[src/verilog/pwmcc_consts.svh]
// register offsets, field positions, reset values and codes of the pwm clock/channel control
`ifndef PWMCC_CONSTS_SVH
`define PWMCC_CONSTS_SVH

`define PWMCC_OFF_MR       8'h00
`define PWMCC_OFF_ENA      8'h04
`define PWMCC_OFF_DIS      8'h08
`define PWMCC_OFF_SR       8'h0C
`define PWMCC_OFF_IER      8'h10
`define PWMCC_OFF_IDR      8'h14
`define PWMCC_OFF_IMR      8'h18
`define PWMCC_OFF_ISR      8'h1C

`define PWMCC_FACT_A_LSB   0
`define PWMCC_PRE_A_LSB    8
`define PWMCC_FACT_B_LSB   16
`define PWMCC_PRE_B_LSB    24
`define PWMCC_FACTOR_W     8
`define PWMCC_PRESCALE_W   4
`define PWMCC_PRE_CNT_W    10
`define PWMCC_PRE_MAX      4'hA
`define PWMCC_MR_MASK      32'h0FFF0FFF

`define PWMCC_MR_RST       32'h00000000
`define PWMCC_CH_RST       4'h0

`define PWMCC_RESP_OKAY    2'h0
`define PWMCC_RESP_SLVERR  2'h2

`endif

[src/verilog/pwmcc_pkg.sv]
// types shared by the pwm clock/channel control modules
`include "pwmcc_consts.svh"
package pwmcc_pkg;
  typedef logic [`PWMCC_FACTOR_W-1:0]   pwmcc_factor_t;
  typedef logic [`PWMCC_PRESCALE_W-1:0] pwmcc_prescale_t;
  typedef logic [`PWMCC_PRE_CNT_W-1:0]  pwmcc_pre_cnt_t;
  typedef logic [31:0]                  pwmcc_word_t;
  typedef logic [1:0]                   pwmcc_resp_t;
endpackage : pwmcc_pkg

[src/verilog/pwmcc_div_if.sv]
// settings and tick of one divided clock, between control and divider
interface pwmcc_div_if;
  import pwmcc_pkg::*;
  pwmcc_prescale_t prescale;
  pwmcc_factor_t   factor;
  logic            tick;
  modport ctrl (output prescale, output factor, input tick);
  modport div  (input prescale, input factor, output tick);
endinterface : pwmcc_div_if

[src/verilog/pwmcc_clkdiv.sv]
// prescaler and divide-factor counter making one divided-clock enable pulse
`include "pwmcc_consts.svh"
module pwmcc_clkdiv (
  input  wire logic  mclk_i,
  input  wire logic  rst_i,
  pwmcc_div_if.div   div
);
  import pwmcc_pkg::*;

  pwmcc_pre_cnt_t pre_cnt_reg;
  pwmcc_pre_cnt_t pre_cnt_next;
  pwmcc_factor_t  div_cnt_reg;
  pwmcc_factor_t  div_cnt_next;
  logic           tick_reg;
  logic           tick_next;
  pwmcc_pre_cnt_t pre_mask;
  logic           pre_tick;

  always_comb begin
    pre_cnt_next = pre_cnt_reg + pwmcc_pre_cnt_t'(1);
    // master clock divided by two to the power of the code; reserved codes stall
    pre_mask     = pwmcc_pre_cnt_t'((11'h001 << div.prescale) - 11'h001);
    pre_tick     = (div.prescale <= `PWMCC_PRE_MAX) && ((pre_cnt_reg & pre_mask) == pre_mask);
    div_cnt_next = div_cnt_reg;
    tick_next    = 1'b0;
    if (div.factor == '0) begin
      div_cnt_next = '0;
      tick_next    = 1'b0;
    end else if (pre_tick) begin
      if (div_cnt_reg >= div.factor - pwmcc_factor_t'(1)) begin
        div_cnt_next = '0;
        tick_next    = 1'b1;
      end else begin
        div_cnt_next = div_cnt_reg + pwmcc_factor_t'(1);
      end
    end
  end

  always_ff @(posedge mclk_i or posedge rst_i) begin
    if (rst_i) begin
      pre_cnt_reg <= '0;
      div_cnt_reg <= '0;
      tick_reg    <= 1'b0;
    end else begin
      pre_cnt_reg <= pre_cnt_next;
      div_cnt_reg <= div_cnt_next;
      tick_reg    <= tick_next;
    end
  end

  assign div.tick = tick_reg;
endmodule : pwmcc_clkdiv

[src/verilog/pwmcc_top.sv]
// pwm clock generator and channel enable/interrupt control with an axi4-lite slave
`include "pwmcc_consts.svh"
module pwmcc_top #(
  parameter int NUM_CH = 4,
  parameter int ADDR_W = 8
) (
  input  wire logic                  mclk_i,
  input  wire logic                  rst_i,
  input  wire logic [ADDR_W-1:0]     s_axi_awaddr_i,
  input  wire logic                  s_axi_awvalid_i,
  output logic                       s_axi_awready_o,
  input  wire pwmcc_pkg::pwmcc_word_t s_axi_wdata_i,
  input  wire logic [3:0]            s_axi_wstrb_i,
  input  wire logic                  s_axi_wvalid_i,
  output logic                       s_axi_wready_o,
  output pwmcc_pkg::pwmcc_resp_t     s_axi_bresp_o,
  output logic                       s_axi_bvalid_o,
  input  wire logic                  s_axi_bready_i,
  input  wire logic [ADDR_W-1:0]     s_axi_araddr_i,
  input  wire logic                  s_axi_arvalid_i,
  output logic                       s_axi_arready_o,
  output pwmcc_pkg::pwmcc_word_t     s_axi_rdata_o,
  output pwmcc_pkg::pwmcc_resp_t     s_axi_rresp_o,
  output logic                       s_axi_rvalid_o,
  input  wire logic                  s_axi_rready_i,
  input  wire logic [NUM_CH-1:0]     period_end_i,
  output logic                       clk_a_tick_o,
  output logic                       clk_b_tick_o,
  output logic [NUM_CH-1:0]          chan_enable_o,
  output logic [NUM_CH-1:0]          chan_irq_o
);
  import pwmcc_pkg::*;

  if (NUM_CH < 1 || NUM_CH > 8) begin : g_bad_num_ch
    $error("NUM_CH must lie between 1 and 8");
  end
  if (ADDR_W < 8) begin : g_bad_addr_w
    $error("ADDR_W must be at least 8");
  end

  // divided clocks a and b
  pwmcc_word_t       mr_reg;
  pwmcc_word_t       mr_next;
  pwmcc_div_if div_if [2] ();

  assign div_if[0].factor   = mr_reg[`PWMCC_FACT_A_LSB +: `PWMCC_FACTOR_W];
  assign div_if[0].prescale = mr_reg[`PWMCC_PRE_A_LSB +: `PWMCC_PRESCALE_W];
  assign div_if[1].factor   = mr_reg[`PWMCC_FACT_B_LSB +: `PWMCC_FACTOR_W];
  assign div_if[1].prescale = mr_reg[`PWMCC_PRE_B_LSB +: `PWMCC_PRESCALE_W];

  for (genvar g = 0; g < 2; g++) begin : g_div
    pwmcc_clkdiv u_div (
      .mclk_i (mclk_i),
      .rst_i  (rst_i),
      .div    (div_if[g].div)
    );
  end

  assign clk_a_tick_o = div_if[0].tick;
  assign clk_b_tick_o = div_if[1].tick;

  // register and bus state
  logic [NUM_CH-1:0] chen_reg;
  logic [NUM_CH-1:0] chen_next;
  logic [NUM_CH-1:0] imr_reg;
  logic [NUM_CH-1:0] imr_next;
  logic [NUM_CH-1:0] flags_reg;
  logic [NUM_CH-1:0] flags_next;
  logic [NUM_CH-1:0] irq_reg;
  logic [NUM_CH-1:0] irq_next;

  logic              aw_hold_reg;
  logic              aw_hold_next;
  logic [7:0]        awaddr_reg;
  logic [7:0]        awaddr_next;
  logic              w_hold_reg;
  logic              w_hold_next;
  pwmcc_word_t       wdata_reg;
  pwmcc_word_t       wdata_next;
  logic [3:0]        wstrb_reg;
  logic [3:0]        wstrb_next;
  logic              awready_reg;
  logic              awready_next;
  logic              wready_reg;
  logic              wready_next;
  logic              bvalid_reg;
  logic              bvalid_next;
  pwmcc_resp_t       bresp_reg;
  pwmcc_resp_t       bresp_next;
  logic              arready_reg;
  logic              arready_next;
  logic              rvalid_reg;
  logic              rvalid_next;
  pwmcc_word_t       rdata_reg;
  pwmcc_word_t       rdata_next;
  pwmcc_resp_t       rresp_reg;
  pwmcc_resp_t       rresp_next;

  logic              do_write;
  logic              do_read;
  logic [7:0]        raddr;
  logic [NUM_CH-1:0] wr_bits;
  logic [NUM_CH-1:0] rd_clear;
  pwmcc_word_t       byte_mask;

  always_comb begin
    mr_next      = mr_reg;
    chen_next    = chen_reg;
    imr_next     = imr_reg;
    aw_hold_next = aw_hold_reg;
    awaddr_next  = awaddr_reg;
    w_hold_next  = w_hold_reg;
    wdata_next   = wdata_reg;
    wstrb_next   = wstrb_reg;
    bvalid_next  = bvalid_reg;
    bresp_next   = bresp_reg;
    rvalid_next  = rvalid_reg;
    rdata_next   = rdata_reg;
    rresp_next   = rresp_reg;
    rd_clear     = '0;
    raddr        = s_axi_araddr_i[7:0];
    wr_bits      = wdata_reg[NUM_CH-1:0] & {NUM_CH{wstrb_reg[0]}};
    for (int i = 0; i < 4; i++) begin
      byte_mask[i*8 +: 8] = {8{wstrb_reg[i]}};
    end

    // address and data are taken in either order
    if (s_axi_awvalid_i && awready_reg) begin
      aw_hold_next = 1'b1;
      awaddr_next  = s_axi_awaddr_i[7:0];
    end
    if (s_axi_wvalid_i && wready_reg) begin
      w_hold_next = 1'b1;
      wdata_next  = s_axi_wdata_i;
      wstrb_next  = s_axi_wstrb_i;
    end

    do_write = aw_hold_reg && w_hold_reg && !bvalid_reg;
    if (do_write) begin
      aw_hold_next = 1'b0;
      w_hold_next  = 1'b0;
      bvalid_next  = 1'b1;
      bresp_next   = `PWMCC_RESP_OKAY;
      if (awaddr_reg == `PWMCC_OFF_MR) begin
        mr_next = ((mr_reg & ~byte_mask) | (wdata_reg & byte_mask)) & `PWMCC_MR_MASK;
      end else if (awaddr_reg == `PWMCC_OFF_ENA) begin
        chen_next = chen_reg | wr_bits;
      end else if (awaddr_reg == `PWMCC_OFF_DIS) begin
        chen_next = chen_reg & ~wr_bits;
      end else if (awaddr_reg == `PWMCC_OFF_IER) begin
        imr_next = imr_reg | wr_bits;
      end else if (awaddr_reg == `PWMCC_OFF_IDR) begin
        imr_next = imr_reg & ~wr_bits;
      end else if (awaddr_reg == `PWMCC_OFF_SR || awaddr_reg == `PWMCC_OFF_IMR
                   || awaddr_reg == `PWMCC_OFF_ISR) begin
        bresp_next = `PWMCC_RESP_OKAY;
      end else begin
        bresp_next = `PWMCC_RESP_SLVERR;
      end
    end
    if (bvalid_reg && s_axi_bready_i) begin
      bvalid_next = 1'b0;
    end

    do_read = s_axi_arvalid_i && arready_reg;
    if (rvalid_reg && s_axi_rready_i) begin
      rvalid_next = 1'b0;
    end
    if (do_read) begin
      rvalid_next = 1'b1;
      rresp_next  = `PWMCC_RESP_OKAY;
      rdata_next  = '0;
      if (raddr == `PWMCC_OFF_MR) begin
        rdata_next = mr_reg;
      end else if (raddr == `PWMCC_OFF_SR) begin
        rdata_next[NUM_CH-1:0] = chen_reg;
      end else if (raddr == `PWMCC_OFF_IMR) begin
        rdata_next[NUM_CH-1:0] = imr_reg;
      end else if (raddr == `PWMCC_OFF_ISR) begin
        rdata_next[NUM_CH-1:0] = flags_reg;
        rd_clear               = flags_reg;
      end else if (raddr == `PWMCC_OFF_ENA || raddr == `PWMCC_OFF_DIS
                   || raddr == `PWMCC_OFF_IER || raddr == `PWMCC_OFF_IDR) begin
        rdata_next = '0;
      end else begin
        rresp_next = `PWMCC_RESP_SLVERR;
      end
    end

    // a period end in the clearing cycle survives the read
    flags_next   = (flags_reg & ~rd_clear) | period_end_i;
    irq_next     = flags_next & imr_next;
    awready_next = !aw_hold_next && !bvalid_next;
    wready_next  = !w_hold_next && !bvalid_next;
    arready_next = !rvalid_next;
  end

  always_ff @(posedge mclk_i or posedge rst_i) begin
    if (rst_i) begin
      mr_reg      <= `PWMCC_MR_RST;
      chen_reg    <= NUM_CH'(`PWMCC_CH_RST);
      imr_reg     <= NUM_CH'(`PWMCC_CH_RST);
      flags_reg   <= NUM_CH'(`PWMCC_CH_RST);
      irq_reg     <= NUM_CH'(`PWMCC_CH_RST);
      aw_hold_reg <= 1'b0;
      awaddr_reg  <= '0;
      w_hold_reg  <= 1'b0;
      wdata_reg   <= '0;
      wstrb_reg   <= '0;
      awready_reg <= 1'b0;
      wready_reg  <= 1'b0;
      bvalid_reg  <= 1'b0;
      bresp_reg   <= `PWMCC_RESP_OKAY;
      arready_reg <= 1'b0;
      rvalid_reg  <= 1'b0;
      rdata_reg   <= '0;
      rresp_reg   <= `PWMCC_RESP_OKAY;
    end else begin
      mr_reg      <= mr_next;
      chen_reg    <= chen_next;
      imr_reg     <= imr_next;
      flags_reg   <= flags_next;
      irq_reg     <= irq_next;
      aw_hold_reg <= aw_hold_next;
      awaddr_reg  <= awaddr_next;
      w_hold_reg  <= w_hold_next;
      wdata_reg   <= wdata_next;
      wstrb_reg   <= wstrb_next;
      awready_reg <= awready_next;
      wready_reg  <= wready_next;
      bvalid_reg  <= bvalid_next;
      bresp_reg   <= bresp_next;
      arready_reg <= arready_next;
      rvalid_reg  <= rvalid_next;
      rdata_reg   <= rdata_next;
      rresp_reg   <= rresp_next;
    end
  end

  assign s_axi_awready_o = awready_reg;
  assign s_axi_wready_o  = wready_reg;
  assign s_axi_bvalid_o  = bvalid_reg;
  assign s_axi_bresp_o   = bresp_reg;
  assign s_axi_arready_o = arready_reg;
  assign s_axi_rvalid_o  = rvalid_reg;
  assign s_axi_rdata_o   = rdata_reg;
  assign s_axi_rresp_o   = rresp_reg;
  assign chan_enable_o   = chen_reg;
  assign chan_irq_o      = irq_reg;
endmodule : pwmcc_top

[config.mk]
export PLATFORM = sky130hd
export DESIGN_NAME = pwmcc_top
export DESIGN_NICKNAME = d
export VERILOG_FILES = /design/src/verilog/pwmcc_pkg.sv /design/src/verilog/pwmcc_div_if.sv /design/src/verilog/pwmcc_clkdiv.sv /design/src/verilog/pwmcc_top.sv
export VERILOG_INCLUDE_DIRS = /design/src /design/src/verilog
export SDC_FILE = /design/constraint.sdc
export NUM_CORES = 1
export LEC_CHECK = 0
export BUFFER_PORTS_ARGS = -buffer_cell sky130_fd_sc_hd__buf_2
export CAP_MARGIN = 20
export CORE_MARGIN = 4
export CORE_UTILIZATION = 33
export DETAILED_ROUTE_END_ITERATION = 10
export HOLD_SLACK_MARGIN = 0.08
export SLEW_MARGIN = 20
export SYNTH_ARGS = -nofsm -noshare
export SYNTH_HDL_FRONTEND = slang
export SYNTH_SLANG_ARGS = --single-unit
[constraint.sdc]
create_clock -name mclk_i -period 9.15 [get_ports mclk_i]
set_input_delay 0.915 -clock mclk_i [delete_from_list [all_inputs] [get_ports mclk_i]]
set_output_delay 0.915 -clock mclk_i [all_outputs]
set_load 0.01 [all_outputs]
Word-level counts from Yosys, hierarchy flattened. Index checks and enable logic that the tools add are counted.

Output and inout port bits: 51. Word-level logic and storage cells: 148. Register bits: 161. Input bits: 63.

Muxes and demuxes: 47. $lt $le $gt $ge: 4. Equality and inequality tests: 16. $add $sub $neg: 8. Bitwise gates (word level): 17. Reduce and logical (&&, ||, !) cells: 30. Shift operators: 2.

Operators by type and width (count): == test 8 x 5 -> 1 bit (second input constant) (8); 2-to-1 mux 4 bit (15); AND 28 bit (2); 2-to-1 mux 8 bit (6); == test 8 x 4 -> 1 bit (second input constant) (4); logical NOT 8 bit (4); 2-to-1 mux 28 bit (1); inverter 28 bit (1); OR 28 bit (1); 2-to-1 mux 2 bit (11); adder 10 x 1 -> 10 bit (second input constant) (2); AND 10 bit (2); AND 4 bit (5); == test 10 bit (2); << shifter 1 x 4 -> 10 bit (first input constant) (2); subtractor 10 x 1 -> 10 bit (second input constant) (2); adder 8 x 1 -> 8 bit (second input constant) (2); == test 8 x 3 -> 1 bit (second input constant) (2); greater-or-equal comparator 8 bit (2); subtractor 8 x 1 -> 8 bit (second input constant) (2); 2-to-1 mux 1 bit (14); OR 4 bit (3); logical AND 1 bit (11); <= comparator 4 bit (second input constant) (2); other kinds (7) (18).

Depth between registers and ports, before layout.
Word-level depth: 10. Mapped depth: 12. Mapped depth without buffers: 12.

Hierarchy. A second synthesis with hierarchy kept.

Cells, all modules: 640. Area, all modules: 7399.6 um^2.

Modules (own cells, without submodules): pwmcc_top (sequential area each 2727.6 um^2, area each 4450.5 um^2, cells an instance 321, instances 1); pwmcc_clkdiv (g_div[0].u_div) (sequential area each 475.5 um^2, area each 1481.4 um^2, cells an instance 151, instances 1); pwmcc_clkdiv (g_div[1].u_div) (sequential area each 475.5 um^2, area each 1467.7 um^2, cells an instance 168, instances 1).

Worst setup path after synthesis. No wires, ideal clock.

Path type: reg2reg. Start point: register (tool-made name). End point: register g_div[0].u_div.div_cnt_reg[7]. Path slack: 6.295 ns. Stages on the path, launching flop included: 11. Arrival: 2.729 ns. Clock period less this slack: 2.855 ns. Library setup time: 0.126 ns. Buffers on the path: 1. Cells stage by stage: dfrtp_1 or4_4 nor4_1 xnor2_1 ha_1 nand2_1 nor4_1 a211oi_2 and2_1 buf_6 a221o_1.

RTL lines: end signal, assigned (line pwmcc_clkdiv.sv:46) `div_cnt_reg <= div_cnt_next;`; end, declared (line pwmcc_clkdiv.sv:12) `pwmcc_factor_t div_cnt_reg;`.

==> summary.md <==
| Metric | Value |
|---|---|
| Most used cells in the layout excluding fill and tap cells | 147 x dfrtp_1, 95 x buf_2, 91 x nand2_1 |
| FILL cells | a little over 2000 |
| Final setup viols | 0 |
| Sw frac | 31.53% |
| Flops & latches, synth | roughly 150 |
| DRC | 0 |
| Worst hold-check path type | reg2reg |
| Wire per inst | about 15 um |
| Clock tree buffer depth | 2 |
| Seq/Total Area, Yosys | roughly half |
| Mapped Area | around 7200 um2 |
| Clock Skews | ~0.0099 ns |
| Vias in the first global route | between 4000 and 5000 |
| Worst-path clk slew | 0.06 ns |
| Max cap viols | 0 |
| WP buf/inv | 0 |
| RSZ-0062 raised after global routing | false |
| Pwr/cell area | 251.4 nW/um2 |
| Core Box Area | ~21000 um2 |
| Congestion Overflow GR | 0 |
| Top delay family on crit path | simple AND/OR/NAND/NOR gates |
| Tmin final | slightly above 3 ns |
| Largest net degree at the start of global routing | 80 |
| Nets@finish | 839 |
| Crit start category | flip-flop |
| Routed wire length | roughly 16000 um |
| Max_slew headroom | ~38% |
| Logic pwr share | a little over a quarter |
| Share of cells above drive strength 1 | 27.95% |
| Crit Path Class | reg2reg |
| Vias | ~5000 |
| LEAKAGE | between 4 and 5 nW |
| Tot GR Track Use | between 10% and 20% |
| Core Rows | between 50 and 60 |
| N_diodes | 0 |
| Die width | between 150 and 200 um |
| Placer Congestion | ~0.76 |
| Clock Root Buffer | clkbuf_16 |
| Peak Freq | 320.8 MHz |
| Internal | approximately 1.5 mW |
| I/O pin count | between 100 and 150 |
| Syn Inst Count | ~660 |
| Worst-path fanout max | 7 |
| Post-route setup TNS | 0 ns |
| Average cell area after synthesis | around 11 um2 |
| Cell Chain, Critical Path | or4_4 -> nor4_1 -> xnor2_1 -> ha_1 -> nand2_1 -> nor4_1 -> a211oi_2 -> and2_1 -> a221o_1 |
| Most used DFF post-synth | dfrtp_1 |
| Htree depth | 4 |
| Max Slew Vio Count | 0 |
| Commonest non-fill, non-tap cell in the layout | dfrtp_1 |
| P_sw | ~0.67 mW |
| Worst vdd ir | about 130 uV |
| Ys async rst share | between 90% and 100% |
| Clock Power Share | about a third |
| Area delta synth->final | 18.39% |
| Die H | approximately 160 um |
| Antenna viol nets, final | 0 |
| Actual slew at the worst max-slew pin | 0.9350 ns |
| Most frequent CP cell | nor4_1 |
| Initial DRC count | 280 |
| Status | finished, final reports clean |
| Post-CTS Repair Setup Buffers | 0 |
| CTS Hold Bufs | 0 |
| Vias per cell | between 4 and 5 |
| Full die area | 24100 um2 |
| Crit. End Element | flip-flop |
| Port Buffers | 95 |
| Dpl hpwl | around 11000 um |
| Fin. Hold Viols | 0 |
| Initial antenna violation count | 0 |
| CP required | around 9.5 ns |
| CP arrival | 3.42 ns |
| Post-synth EDFFs | 0 |
| CTS resizes | 0 |
| Tcrit/Tclk final | roughly a third |
| Power, Total | between 2 and 2.5 mW |
| First-pass GRT wire length | between 20000 and 30000 um |
| CTS Buf Count | 17 |
| Initial Util | 33.83% |
| YS warnings | 0 |
| CTS Sinks | roughly 150 |
| Distinct cells, synth | around 60 |
| CTS tree | built |
| Skew-Pair Late Insertion Delay | 0.43 ns |
| CP max stage cell | or4_4 |
| Reg power frac | slightly above 40% |
| First-pass DRT Iterations | 4 |
| CP max stage delay | about 0.59 ns |
[power groups by stage]
stage	clock (mW)	combinational (mW)	sequential, mW
after floorplan	0	0.456	0.854
after global placement	0	0.551	0.882
after detailed placement	0	0.566	0.885
after CTS	0.722	0.570	0.874
after global routing	0.748	0.631	0.893
final	0.699	0.559	0.872
[worst reg2reg max path, stage by stage, from the launching register on]
cell	delay, ns
dfrtp_1	0.45
or4_4	0.59
nor4_1	0.26
xnor2_1	0.13
ha_1	0.31
nand2_1	0.07
nor4_1	0.43
a211oi_2	0.16
and2_1	0.28
a221o_1	0.32
[synth_stat cells (3+ instances only)]
cell      number  area share (%)
nor2_1        31             1.6
a211o_1        3            0.37
a21boi_0       5            0.52
a21oi_1       30             2.1
dfrtp_1      147              51
inv_1         22             1.2
ha_1          26             4.5
mux2_2        66              10
nor3_1        10            0.70
nor4_1         7            0.61
xnor2_1       28             3.4
nand2b_1       7            0.61
and2_1         4            0.35
a22oi_1        4            0.42
nor4b_1        5            0.61
or4_1          3            0.31
nand3_1       27             1.9
buf_4         10             1.0
clkbuf_1      18            0.94
or2_2          4            0.35
a21o_1         9            0.94
and3_1         9            0.79
or3_1          3            0.26
nor2b_1        7            0.61
nand2_1       91             4.8
o21ai_0       17             1.2
mux2i_1        4            0.56
a22o_1         5            0.61
o22ai_1        6            0.52
xor2_1         6            0.73
nand3b_1       3            0.31
a211oi_1       5            0.52
[layer usage]
metal	share of wire, %	up-vias	wire length, um	track usage [%]
met4	1.3	0	207	3.793
met2	48	82	7568	21.04
li1	-	2468	-	-
met5	0	-	0	0
met3	5.8	12	924	4.951
met1	45	2451	7221	17.55
[stage by stage]
| step | worst slack, ns | cells | util, % | cell area [um2] | hold WS (ns) |
|---|---|---|---|---|---|
| after floorplan | 4.284 | 664 | - | 7189 | 0.4289 |
| after global placement | 6.116 | 1006 | 37.22 | 7873 | 0.4589 |
| after detailed placement | 6.105 | 1006 | 37.22 | 7873 | 0.4565 |
| after CTS | 6.040 | 1037 | 40.00 | 8462 | 0.4733 |
| after global routing | 5.811 | 1037 | 40.05 | 8472 | 0.4786 |
| final | 6.033 | 1037 | 40.05 | 8472 | 0.4694 |
[area by class of cell]
| class | count | area, um2 | area share, % |
|---|---|---|---|
| clock buffers | 18 | 439.2 | 5.184 |
| inverters | 22 | 87.58 | 1.034 |
| flip-flops and latches | 147 | 3679 | 43.42 |
| clock inverters | 13 | 150.1 | 1.772 |
| well taps | 275 | 344.1 | 4.061 |
| repair buffers | 99 | 509.2 | 6.011 |
| multi-input cells | 463 | 3263 | 38.52 |
[logic make-up (layout without fill, tap and decap cells)]
family	after synthesis	in the layout	share of synthesized area, %
compound gates	101	101	9.775
mux	73	73	11.47
simple gates	219	219	14.99
other cells	1	10	0.05241
buf+inv	54	152	3.602
fa+ha+maj	26	26	4.546
flops	147	147	51.41
xor+xnor	34	34	4.162
[final timing paths]
| path | startpoint | end | slack, ns | cells past startpoint |
|---|---|---|---|---|
| setup / recovery | flip-flop | g_div[0].u_div.div_cnt_reg[7]$_DFFE_PP0P_ | 6.03 | 9 |
| hold / removal | g_div[1].u_div.pre_cnt_reg[9]$_DFF_PP0_ | g_div[1].u_div.pre_cnt_reg[9]$_DFF_PP0_ | 0.47 | 1 |
| setup reg to reg | flip-flop | g_div[0].u_div.div_cnt_reg[7]$_DFFE_PP0P_ | 6.03 | 9 |
| hold reg to reg | g_div[1].u_div.pre_cnt_reg[9]$_DFF_PP0_ | g_div[1].u_div.pre_cnt_reg[9]$_DFF_PP0_ | 0.47 | 1 |
| max in group asynchronous | rst_i | wdata_reg[8]$_DFFE_PP0P_ | 7.43 | 3 |
| min in group asynchronous | rst_i | s_axi_rvalid_o$_DFF_PP0_ | 0.58 | 2 |
No activity file was read; power rests on OpenSTA's default activity.
